File: config.mk
export PLATFORM = sky130hd
export DESIGN_NAME = scr_spi_crc
export DESIGN_NICKNAME = d
export VERILOG_FILES = /design/src/scr_pkg.sv /design/src/scr_fifo.sv /design/src/scr_spi_crc.sv
export VERILOG_INCLUDE_DIRS = /design/src /design/src/src
export SDC_FILE = /design/constraint.sdc
export NUM_CORES = 1
export LEC_CHECK = 0
export ABC_AREA = 1
export ABC_CLOCK_PERIOD_IN_PS = 26100
export BUFFER_PORTS_ARGS = -buffer_cell sky130_fd_sc_hd__buf_2
export CORE_MARGIN = 5
export CORE_UTILIZATION = 32
export CTS_BUF_LIST = sky130_fd_sc_hd__clkbuf_16
export DETAILED_ROUTE_END_ITERATION = 8
export SYNTH_ARGS = -nofsm -noshare
export SYNTH_HDL_FRONTEND = slang
export SYNTH_SLANG_ARGS = --single-unit
File: constraint.sdc
create_clock -name clk -period 26.1 [get_ports clk]
set_input_delay 5.22 -clock clk [delete_from_list [all_inputs] [get_ports clk]]
set_output_delay 5.22 -clock clk [all_outputs]
set_load 0.05 [all_outputs]
File: src/scr_defines.svh
// Constants for the serial checksum and register map block
`ifndef SCR_DEFINES_SVH
`define SCR_DEFINES_SVH

// Checksum generator x^8+x^2+x+1, top bit implied
`define SCR_CRC_POLY 8'h07
// All ones start is the same as inverting the top eight message bits
`define SCR_CRC_INIT 8'hff

// Register addresses
`define SCR_ADDR_SETUP1 3'h1
`define SCR_ADDR_SETUP2 3'h2
`define SCR_ADDR_FLAGS 3'h3
`define SCR_ADDR_LOWER 3'h4
`define SCR_ADDR_UPPER 3'h5

// Reset values of the stored fields
`define SCR_RST_SETUP1 10'h000
`define SCR_RST_SETUP2 9'h000
`define SCR_RST_LOWER 12'h800
`define SCR_RST_UPPER 12'h7ff

// First setup register fields
`define SCR_B_AVG_STYLE 9
`define SCR_B_RATIO_HI 8
`define SCR_B_RATIO_LO 6
`define SCR_B_CRC_W 5
`define SCR_B_CRC_R 4
`define SCR_B_ALERT_EN 3
`define SCR_B_EXT_RES 2
`define SCR_B_REF_SRC 1
`define SCR_B_PWR 0
`define SCR_RATIO_VALID_MAX 3'h5

// Second setup register fields
`define SCR_B_OUT_WIDTH 8
`define SCR_B_RSTCMD_HI 7

// Fault flag fields
`define SCR_B_CHK_FAIL 9
`define SCR_B_SELF_FAIL 8
`define SCR_B_B_OVER 5
`define SCR_B_B_UNDER 4
`define SCR_B_A_OVER 1
`define SCR_B_A_UNDER 0

// Command word layout
`define SCR_WR_BIT 15
`define SCR_ADDR_HI 14
`define SCR_ADDR_LO 12
`define SCR_DATA_HI 11

// Frame and message sizes
`define SCR_FRAME_PLAIN 6'd16
`define SCR_FRAME_CHECKED 6'd24
`define SCR_BOOST_BITS 2
`define SCR_MAX_CHAN_W 18
`define SCR_MSG_W 36
`define SCR_PRI_W 44
`define SCR_RX_W 24

`endif

File: src/scr_pkg.sv
// Types shared by the serial checksum and register map block
package scr_pkg;
  `include "scr_defines.svh"

  typedef enum logic {SCR_IDLE, SCR_ACTIVE} scr_phase_type;

  typedef struct packed {
    scr_phase_type phase;
    logic csSync1;
    logic csSync2;
    logic csSync3;
    logic clkSync1;
    logic clkSync2;
    logic clkSync3;
    logic sdiSync1;
    logic sdiSync2;
    logic [5:0] bitCount;
    logic [`SCR_RX_W-1:0] rxShift;
    logic [`SCR_PRI_W-1:0] priShift;
    logic [`SCR_MAX_CHAN_W-1:0] secShift;
    logic priOut;
    logic priOeN;
    logic secOut;
    logic secOeN;
    logic [9:0] setup1;
    logic [8:0] setup2;
    logic [11:0] lowerLim;
    logic [11:0] upperLim;
    logic checkFail;
    logic pendValid;
    logic [2:0] pendAddr;
    logic [`SCR_MSG_W-1:0] lastSample;
  } scr_core_state_type;
endpackage

File: src/scr_fifo.sv
// Small sample FIFO between the converter and the serial port
`timescale 1ns/1ns
module scr_fifo #(
  parameter int WIDTH = 36,
  parameter int DEPTH = 4
) (
  input wire logic clk,
  input wire logic rst,
  input wire logic inValid,
  output logic inReady,
  input wire logic [WIDTH-1:0] inData,
  output logic outValid,
  input wire logic outReady,
  output logic [WIDTH-1:0] outData
);
  localparam int AW = (DEPTH > 1) ? $clog2(DEPTH) : 1;

  // Depth must be a power of two: pointers wrap by overflow
  typedef struct packed {
    logic [DEPTH-1:0][WIDTH-1:0] mem;
    logic [AW-1:0] wrPtr;
    logic [AW-1:0] rdPtr;
    logic [AW:0] count;
    logic notFull;
  } scr_fifo_state_type;

  scr_fifo_state_type s_reg;
  scr_fifo_state_type s_next;
  logic push;
  logic pop;

  // Ready is a flop so the producer never sees a glitchy stall
  assign push = inValid && s_reg.notFull;
  assign pop = outReady && (s_reg.count != '0);
  assign inReady = s_reg.notFull;
  assign outValid = (s_reg.count != '0);
  assign outData = s_reg.mem[s_reg.rdPtr];

  // Pointer and occupancy update
  always_comb begin
    s_next = s_reg;
    if (push) begin
      s_next.mem[s_reg.wrPtr] = inData;
      s_next.wrPtr = s_reg.wrPtr + 1'b1;
    end
    if (pop) begin
      s_next.rdPtr = s_reg.rdPtr + 1'b1;
    end
    if (push && !pop) begin
      s_next.count = s_reg.count + 1'b1;
    end else if (pop && !push) begin
      s_next.count = s_reg.count - 1'b1;
    end
    s_next.notFull = (s_next.count != (AW+1)'(DEPTH));
  end

  // State register
  always_ff @(posedge clk or posedge rst) begin
    if (rst) begin
      s_reg <= '0;
      s_reg.notFull <= 1'b1;
    end else begin
      s_reg <= s_next;
    end
  end
endmodule // scr_fifo

File: src/scr_spi_crc.sv
// Serial port with checksum protection and the register map behind it
// Functional notes
// RULE_01 - Read and write checksums each have their own enable bit.
// RULE_02 - With read checksum on, an 8-bit checksum follows every read.
// RULE_03 - Conversion checksum covers channel A and B, sent on primary out.
// RULE_04 - Read checksum works in two-wire, one-wire and extended modes.
// RULE_05 - Host must send valid checksum with the frame enabling it.
// RULE_06 - With write checksum on, writes lacking valid checksum are dropped.
// RULE_07 - Generator polynomial is x^8+x^2+x+1, pattern 100000111.
// RULE_08 - 16-bit results join channel A first into a 32-bit message.
// RULE_09 - Top eight message bits inverted, eight zeros appended.
// RULE_10 - Checksum is the modulo-2 division remainder.
// RULE_11 - 14-bit results form a 28-bit message, same procedure.
// RULE_12 - Register read checksum covers the 16-bit register word.
// RULE_13 - Writes to read-only registers change nothing.
// RULE_14 - Writes to unimplemented addresses change nothing.
// RULE_15 - Reads of unimplemented addresses yield conversions next frame.
// RULE_16 - First setup register field layout at address 1.
// RULE_17 - Second setup register: width select bit 8, reset field 7:0.
// RULE_18 - Read-only fault flags at address 3.
// RULE_19 - Limit registers at 4 and 5, 12 bits, reset 0x800 and 0x7FF.
// RULE_20 - Write frame is 16 bits, or 24 with write checksum on.
// RULE_21 - Host puts write flag at bit 15, address 14:12, data 11:0.
// RULE_22 - Valid read request returns register data in the next frame.
// RULE_23 - Enabling write checksum without valid checksum drops the frame.
// RULE_24 - Checksum byte follows data MSB first on the same output.
`timescale 1ns/1ns
`include "scr_defines.svh"
module scr_spi_crc #(
  parameter int RESOLUTION = 16,
  parameter int FIFO_DEPTH = 4
) (
  input wire logic clk,
  input wire logic rst,
  input wire logic csN,
  input wire logic sclk,
  input wire logic sdi,
  input wire logic convValid,
  output logic convReady,
  input wire logic [`SCR_MSG_W-1:0] convData,
  input wire logic chanAUnder,
  input wire logic chanAOver,
  input wire logic chanBUnder,
  input wire logic chanBOver,
  input wire logic selfTestFail,
  output logic primaryDataOut,
  output logic primaryDataOeN,
  output logic secondaryOutOrFlag,
  output logic secondaryOeN,
  output logic averagingStyle,
  output logic [2:0] averagingRatio,
  output logic alertEnable,
  output logic extendedResolution,
  output logic referenceSource,
  output logic powerMode,
  output logic outputWidthSelect,
  output logic [7:0] resetCommand,
  output logic [11:0] lowerLimit,
  output logic [11:0] upperLimit,
  output logic writeCheckFail
);
  scr_pkg::scr_core_state_type s_reg;
  scr_pkg::scr_core_state_type s_next;

  logic fifoValid;
  logic fifoPop;
  logic [`SCR_MSG_W-1:0] fifoData;
  logic frameStart;
  logic frameEnd;
  logic sclkRise;
  logic sclkFall;
  logic longEnough;
  logic [15:0] wordIn;
  logic isWrite;
  logic [2:0] addrIn;
  logic crcOk;
  logic enablesCheck;
  logic needCheck;
  logic writeOk;
  logic writeBad;
  logic readReq;

  // One step of the MSB-first division by the generator
  function automatic logic [7:0] crcStep(input logic [7:0] c,
                                         input logic d);
    logic fb;
    fb = c[7] ^ d;
    return {c[6:0], 1'b0} ^ (fb ? `SCR_CRC_POLY : 8'h00); // [RULE_07]
  endfunction

  // Remainder of a left-aligned message of len bits
  function automatic logic [7:0] crcCalc(
    input logic [`SCR_MSG_W-1:0] msg,
    input logic [5:0] len);
    logic [7:0] c;
    c = `SCR_CRC_INIT; // [RULE_09]
    for (int i = 0; i < `SCR_MSG_W; i++) begin
      if (6'(i) < len) begin
        c = crcStep(c, msg[`SCR_MSG_W-1-i]); // [RULE_10]
      end
    end
    return c;
  endfunction

  // Addresses that hold a register
  function automatic logic isMapped(input logic [2:0] a);
    return (a >= `SCR_ADDR_SETUP1) && (a <= `SCR_ADDR_UPPER);
  endfunction

  // Samples wait here until a frame takes them
  scr_fifo #(
    .WIDTH(`SCR_MSG_W),
    .DEPTH(FIFO_DEPTH)
  ) sampleFifo (
    .clk(clk),
    .rst(rst),
    .inValid(convValid),
    .inReady(convReady),
    .inData(convData),
    .outValid(fifoValid),
    .outReady(fifoPop),
    .outData(fifoData)
  );

  // Edges of the synchronised pins; first stage is never looked at
  assign frameStart = (s_reg.phase == scr_pkg::SCR_IDLE) &&
                      !s_reg.csSync2 && s_reg.csSync3;
  assign frameEnd = (s_reg.phase == scr_pkg::SCR_ACTIVE) &&
                    s_reg.csSync2 && !s_reg.csSync3;
  assign sclkRise = s_reg.clkSync2 && !s_reg.clkSync3;
  assign sclkFall = !s_reg.clkSync2 && s_reg.clkSync3;
  assign fifoPop = frameStart && !s_reg.pendValid && fifoValid;

  // Command decode; a 24-bit frame carries its checksum last
  assign longEnough = s_reg.bitCount >= `SCR_FRAME_PLAIN; // [RULE_20]
  assign wordIn = (s_reg.bitCount >= `SCR_FRAME_CHECKED) ?
                  s_reg.rxShift[`SCR_RX_W-1:8] : s_reg.rxShift[15:0];
  assign isWrite = wordIn[`SCR_WR_BIT]; // [RULE_21]
  assign addrIn = wordIn[`SCR_ADDR_HI:`SCR_ADDR_LO];
  assign crcOk = (s_reg.bitCount >= `SCR_FRAME_CHECKED) &&
                 (crcCalc({s_reg.rxShift[`SCR_RX_W-1:8], 20'h0_0000},
                  `SCR_FRAME_PLAIN) == s_reg.rxShift[7:0]);
  assign enablesCheck = (addrIn == `SCR_ADDR_SETUP1) &&
                        wordIn[`SCR_B_CRC_W] &&
                        !s_reg.setup1[`SCR_B_CRC_W]; // [RULE_23]
  assign needCheck = s_reg.setup1[`SCR_B_CRC_W] || enablesCheck;
  assign writeOk = frameEnd && longEnough && isWrite &&
                   (!needCheck || crcOk); // [RULE_06]
  assign writeBad = frameEnd && longEnough && isWrite &&
                    needCheck && !crcOk;
  assign readReq = frameEnd && longEnough && !isWrite;

  // Whole next state of the port
  always_comb begin
    logic [5:0] w;
    logic [`SCR_MAX_CHAN_W-1:0] chanMask;
    logic [`SCR_MAX_CHAN_W-1:0] a;
    logic [`SCR_MAX_CHAN_W-1:0] b;
    logic [`SCR_MSG_W-1:0] msgA;
    logic [`SCR_MSG_W-1:0] msg;
    logic [7:0] crcPart;
    logic [15:0] rd;
    logic [`SCR_MSG_W-1:0] sample;
    logic boost;
    logic alertNow;
    w = '0;
    chanMask = '0;
    a = '0;
    b = '0;
    msgA = '0;
    msg = '0;
    crcPart = '0;
    rd = '0;
    boost = 1'b0;
    sample = fifoValid ? fifoData : s_reg.lastSample;
    alertNow = chanAUnder || chanAOver || chanBUnder || chanBOver;
    s_next = s_reg;

    // Two-flop synchronisers on every pin
    s_next.csSync1 = csN;
    s_next.csSync2 = s_reg.csSync1;
    s_next.csSync3 = s_reg.csSync2;
    s_next.clkSync1 = sclk;
    s_next.clkSync2 = s_reg.clkSync1;
    s_next.clkSync3 = s_reg.clkSync2;
    s_next.sdiSync1 = sdi;
    s_next.sdiSync2 = s_reg.sdiSync1;

    // Extra bits only count with a valid averaging ratio
    boost = s_reg.setup1[`SCR_B_EXT_RES] &&
            (s_reg.setup1[`SCR_B_RATIO_HI:`SCR_B_RATIO_LO] != 3'h0) &&
            (s_reg.setup1[`SCR_B_RATIO_HI:`SCR_B_RATIO_LO] <=
             `SCR_RATIO_VALID_MAX);
    w = boost ? 6'(RESOLUTION + `SCR_BOOST_BITS) : 6'(RESOLUTION);
    chanMask = `SCR_MAX_CHAN_W'((19'h0_0001 << w) - 19'h0_0001);
    a = sample[`SCR_MSG_W-1:`SCR_MAX_CHAN_W] & chanMask;
    b = sample[`SCR_MAX_CHAN_W-1:0] & chanMask;
    // Channel A first, B right behind it
    msgA = `SCR_MSG_W'(a) << (6'(`SCR_MSG_W) - w); // [RULE_08]
    msg = msgA | (`SCR_MSG_W'(b) << (6'(`SCR_MSG_W) - w - w)); // [RULE_11]

    // Register word, with the address nibble on top
    case (s_reg.pendAddr)
      `SCR_ADDR_SETUP1: rd = {1'b0, s_reg.pendAddr, 2'b00, s_reg.setup1};
      `SCR_ADDR_SETUP2: rd = {1'b0, s_reg.pendAddr, 3'b000, s_reg.setup2};
      `SCR_ADDR_FLAGS: begin
        rd = {1'b0, s_reg.pendAddr, 12'h000};
        rd[`SCR_B_CHK_FAIL] = s_reg.checkFail;
        rd[`SCR_B_SELF_FAIL] = selfTestFail; // [RULE_18]
        rd[`SCR_B_B_OVER] = chanBOver;
        rd[`SCR_B_B_UNDER] = chanBUnder;
        rd[`SCR_B_A_OVER] = chanAOver;
        rd[`SCR_B_A_UNDER] = chanAUnder;
      end
      `SCR_ADDR_LOWER: rd = {1'b0, s_reg.pendAddr, s_reg.lowerLim};
      `SCR_ADDR_UPPER: rd = {1'b0, s_reg.pendAddr, s_reg.upperLim};
      default: rd = '0;
    endcase

    case (s_reg.phase)
      scr_pkg::SCR_IDLE: begin
        if (frameStart) begin
          // Load the whole frame; first bit goes out at once
          s_next.phase = scr_pkg::SCR_ACTIVE;
          s_next.bitCount = '0;
          s_next.rxShift = '0;
          s_next.priOeN = 1'b0;
          s_next.secOeN = 1'b0;
          s_next.secShift = '0;
          if (s_reg.pendValid) begin
            if (s_reg.setup1[`SCR_B_CRC_R]) begin // [RULE_01]
              crcPart = crcCalc({rd, 20'h0_0000},
                                `SCR_FRAME_PLAIN); // [RULE_12]
            end
            s_next.priShift = {rd, crcPart, 20'h0_0000}; // [RULE_22]
            if (s_reg.pendAddr == `SCR_ADDR_FLAGS) begin
              s_next.checkFail = 1'b0;
            end
          end else begin
            s_next.lastSample = sample;
            if (s_reg.setup1[`SCR_B_CRC_R]) begin // [RULE_02]
              crcPart = crcCalc(msg, w + w); // [RULE_03]
            end
            if (s_reg.setup2[`SCR_B_OUT_WIDTH]) begin
              // One wire: A, B, then checksum // [RULE_04]
              s_next.priShift = {msg, 8'h00} |
                (`SCR_PRI_W'(crcPart) << (6'(`SCR_MSG_W) - w - w));
            end else begin
              // Two wires: checksum still trails A on primary
              s_next.priShift = {msgA, 8'h00} |
                (`SCR_PRI_W'(crcPart) << (6'(`SCR_MSG_W) - w)); // [RULE_24]
              s_next.secShift = b << (6'(`SCR_MAX_CHAN_W) - w);
            end
          end
          s_next.priOut = s_next.priShift[`SCR_PRI_W-1];
          s_next.priShift = s_next.priShift << 1;
          s_next.secOut = s_next.secShift[`SCR_MAX_CHAN_W-1];
          s_next.secShift = s_next.secShift << 1;
          // One-wire mode frees the second pin for alert or float
          if (s_reg.setup2[`SCR_B_OUT_WIDTH]) begin
            s_next.secOeN = !s_reg.setup1[`SCR_B_ALERT_EN];
            s_next.secOut = s_reg.setup1[`SCR_B_ALERT_EN] && alertNow;
          end
          s_next.pendValid = 1'b0;
        end
      end
      scr_pkg::SCR_ACTIVE: begin
        // Out on the rising edge, in on the falling edge
        if (sclkRise) begin
          s_next.priOut = s_reg.priShift[`SCR_PRI_W-1];
          s_next.priShift = s_reg.priShift << 1;
          if (!s_reg.setup2[`SCR_B_OUT_WIDTH]) begin
            s_next.secOut = s_reg.secShift[`SCR_MAX_CHAN_W-1];
            s_next.secShift = s_reg.secShift << 1;
          end
        end
        if (s_reg.setup2[`SCR_B_OUT_WIDTH] &&
            s_reg.setup1[`SCR_B_ALERT_EN]) begin
          s_next.secOut = alertNow;
        end
        // Bits past the checksum byte are dropped
        if (sclkFall && (s_reg.bitCount < `SCR_FRAME_CHECKED)) begin
          s_next.rxShift = {s_reg.rxShift[`SCR_RX_W-2:0], s_reg.sdiSync2};
          s_next.bitCount = s_reg.bitCount + 6'd1;
        end
        if (frameEnd) begin
          s_next.phase = scr_pkg::SCR_IDLE;
          s_next.priOeN = 1'b1;
          s_next.secOeN = 1'b1;
          if (writeOk) begin
            case (addrIn)
              `SCR_ADDR_SETUP1: s_next.setup1 = wordIn[9:0]; // [RULE_16]
              `SCR_ADDR_SETUP2: s_next.setup2 = wordIn[8:0]; // [RULE_17]
              `SCR_ADDR_LOWER: s_next.lowerLim = wordIn[11:0]; // [RULE_19]
              `SCR_ADDR_UPPER: s_next.upperLim = wordIn[11:0];
              // Flags are read-only; 0, 6, 7 are no-ops
              default: s_next.setup1 = s_reg.setup1; // [RULE_13] [RULE_14]
            endcase
          end
          // Sticky until the flags are read; a new failure wins
          if (writeBad && s_reg.setup1[`SCR_B_CRC_W]) begin
            s_next.checkFail = 1'b1; // [RULE_06]
          end
          s_next.pendValid = readReq && isMapped(addrIn); // [RULE_15]
          s_next.pendAddr = addrIn;
        end
      end
      default: s_next.phase = scr_pkg::SCR_IDLE;
    endcase
  end

  // State register; chip select and output enables idle high
  always_ff @(posedge clk or posedge rst) begin
    if (rst) begin
      s_reg <= '0;
      s_reg.csSync1 <= 1'b1;
      s_reg.csSync2 <= 1'b1;
      s_reg.csSync3 <= 1'b1;
      s_reg.priOeN <= 1'b1;
      s_reg.secOeN <= 1'b1;
      s_reg.setup1 <= `SCR_RST_SETUP1;
      s_reg.setup2 <= `SCR_RST_SETUP2;
      s_reg.lowerLim <= `SCR_RST_LOWER;
      s_reg.upperLim <= `SCR_RST_UPPER;
    end else begin
      s_reg <= s_next;
    end
  end

  // Outputs straight from the state flops
  assign primaryDataOut = s_reg.priOut;
  assign primaryDataOeN = s_reg.priOeN;
  assign secondaryOutOrFlag = s_reg.secOut;
  assign secondaryOeN = s_reg.secOeN;
  assign averagingStyle = s_reg.setup1[`SCR_B_AVG_STYLE];
  assign averagingRatio = s_reg.setup1[`SCR_B_RATIO_HI:`SCR_B_RATIO_LO];
  assign alertEnable = s_reg.setup1[`SCR_B_ALERT_EN];
  assign extendedResolution = s_reg.setup1[`SCR_B_EXT_RES];
  assign referenceSource = s_reg.setup1[`SCR_B_REF_SRC];
  assign powerMode = s_reg.setup1[`SCR_B_PWR];
  assign outputWidthSelect = s_reg.setup2[`SCR_B_OUT_WIDTH];
  assign resetCommand = s_reg.setup2[`SCR_B_RSTCMD_HI:0];
  assign lowerLimit = s_reg.lowerLim;
  assign upperLimit = s_reg.upperLim;
  assign writeCheckFail = s_reg.checkFail;
endmodule // scr_spi_crc

==> run summary <==
Critical Path Fanout Max -> 101
Max Slew Vio Count -> 0
Remaining DRCs -> 0
beginning of the worst hold path -> s_next[183]
initial antenna violation count -> 0
height of the die -> 252 um
hold path depth -> 0
CTS Buf Count -> 38
share of cells above drive strength 1 -> 0.111
reg2reg end -> s_reg[128]
Max Clk Rate -> 136 MHz
Die X -> 252 um
worst path required time -> 26540 ps
Syn Area/Cell -> 7.64 um2
Layout Skew -> 26.5 ps
Gate Count Post-Synth -> 2447
Filler cells -> 5983
CP arrival -> 7780 ps
CP max stage cell -> buf_4
clk buf depth -> 3
Inserted Diodes -> 0
Final HPWL DP -> 36.4 mm
Mapped Nets -> 2502
CORE AREA -> 0.0578 mm2
worst reg-to-reg path cell count -> 39
nets@finish -> 2513
clock transition at the registers of the reported paths -> 60 ps
CTS resizes -> 0
Antenna Nets Post-Route -> 0
IO buf count -> 93
crit end category -> asynchronous set/reset pin
gr usage total -> 0.162
Yosys cell types -> 57
DR vias -> 16300
CTS root buf -> clkbuf_16
CTS tree -> yes
vias in the first global route -> 15900
Max Cap Viol -> 0
CP Launch Type -> input port
ys async rst share -> 1.00
Hold EP -> s_next[182]
drt total wl -> 52.3 mm
Yosys warning total -> 0
CTS Sinks -> 339
WL/cell -> 16.1 um
number of flops mapped to enable cells by yosys -> 0
largest net degree at the start of global routing -> 102
top_reg_cell synth -> dfrtp_1
Most common cell on crit path -> buf_4
die area -> 0.0633 mm2
max reg flops -> 151
CTS Hold Bufs -> 0
R2R setup slack -> 20960 ps
# H-tree levels -> 2
critical path class -> input port to asynchronous set/reset pin
r2r startpoint -> sampleFifo.s_reg[1]
Final Cycle Share -> 0.281
max incr delay on CP -> 960 ps
max_slew headroom -> 0.294
cell breakdown of the critical path -> buf_2 -> inv_8 -> buf_4 -> buf_4
Hold WC Path Type -> register to register
first-pass GRT wire length -> 85.0 mm
Initial Util -> 0.323
Vias/cell -> 5.02
worst skew pair latency -> 560 ps
status -> complete, no violations
Mapped Area -> 0.0187 mm2
Pre-antenna DRT Iters -> 8
Core Rows -> 88
fin crit period -> 7340 ps
Fin Setup TNS -> 0 ps
Area Overhead vs Synth -> 10.7%
register area share after synthesis -> 0.455
GRT overflow -> 0
unrepaired setup endpoints after global routing -> no
Hold Vio Cnt, Final -> 0
FF+latch count, synth -> 339
# setup viols final -> 0
routability-driven placement congestion ratio -> 0.897
num ports -> 94
Tightest Pin Transition -> 1060 ps
DR iter-0 viols -> 1241
Post-CTS Setup Inserts -> 0
==> logic make-up after synthesis <==
group / Yosys count / synth area share
buf+inv: 376 / 0.0897
fa+ha+maj: 8 / 0.00536
xor+xnor: 76 / 0.0360
mux: 12 / 0.00703
simple gates: 1140 / 0.253
flops: 339 / 0.455
compound gates: 496 / 0.154
==> cells in the mapped netlist, drive strengths merged, types with 9 or more instances <==
| master | instances | area share |
|---|---|---|
| nand4 | 9 | 0.0030 |
| a21oi | 56 | 0.015 |
| o22ai | 35 | 0.012 |
| o211ai | 11 | 0.0044 |
| dfstp | 18 | 0.025 |
| o21a | 11 | 0.0044 |
| nand2 | 848 | 0.18 |
| inv | 225 | 0.045 |
| o21ai | 307 | 0.083 |
| a221oi | 9 | 0.0042 |
| nand3 | 172 | 0.049 |
| clkbuf | 73 | 0.015 |
| buf | 73 | 0.029 |
| dfrtp | 321 | 0.43 |
| o221ai | 21 | 0.0098 |
| a32o | 9 | 0.0048 |
| mux2 | 9 | 0.0054 |
| nor2 | 97 | 0.020 |
| xnor2 | 26 | 0.012 |
| xor2 | 50 | 0.024 |
==> routing by layer <==
layer,track usage,share of wire,wire length [um],up-vias
li1,-,-,-,7962
met1,0.223,0.46,23900,7823
met2,0.265,0.47,24500,450
met3,0.0233,0.047,2440,99
met4,0.0504,0.029,1510,0
met5,0,0,0,-
==> worst max-delay path by stage <==
stage / from / to / cells after the start
floorplan: rst / alertEnable / 1
global placement: rst / sampleFifo.s_reg[4] / 4
detailed placement: rst / sampleFifo.s_reg[4] / 4
CTS: rst / sampleFifo.s_reg[4] / 4
global route: rst / sampleFifo.s_reg[4] / 4
finish: rst / sampleFifo.s_reg[4] / 4
==> cells in the final DEF, fill, tap and decap left out, drive strengths merged, types with 35 or more instances in the layout <==
master and n:
o22ai 35, inv 243, buf 117, clkbuf 39, a21oi 56, nand3 172
nor2 97, xor2 50, o21ai 307, nand2 848, dfrtp 321
==> cell type report <==
type                            instances  area [um2]  area share
Clock inverter                         29         209      0.0101
Tap cell                              765         957      0.0463
Inverter                              230         873      0.0422
Sequential cell                       339        8510       0.411
Clock buffer                           39         976      0.0472
Timing Repair Buffer                  117         646      0.0312
Multi-Input combinational cell       1732        8520       0.412
==> stage by stage <==
step	setup WS, ps	util	cells	cell area, um2	hold slack [ps]
final	18760	0.358	3251	20700	349
after global routing	18190	0.358	3251	20700	356
after CTS	18540	0.358	3251	20700	348
after detailed placement	17960	0.337	3183	19500	338
after global placement	18020	0.337	3183	19500	332
after floorplan	11510	-	2447	18700	331
==> worst max-delay path, delay by kind of cell <==
| kind | cells | cell delay [ps] |
|---|---|---|
| buffers and inverters | 4 | 2410 |
Power is not shown: default switching activity piles up to over one toggle a cycle in this logic, so the estimate is an artifact.
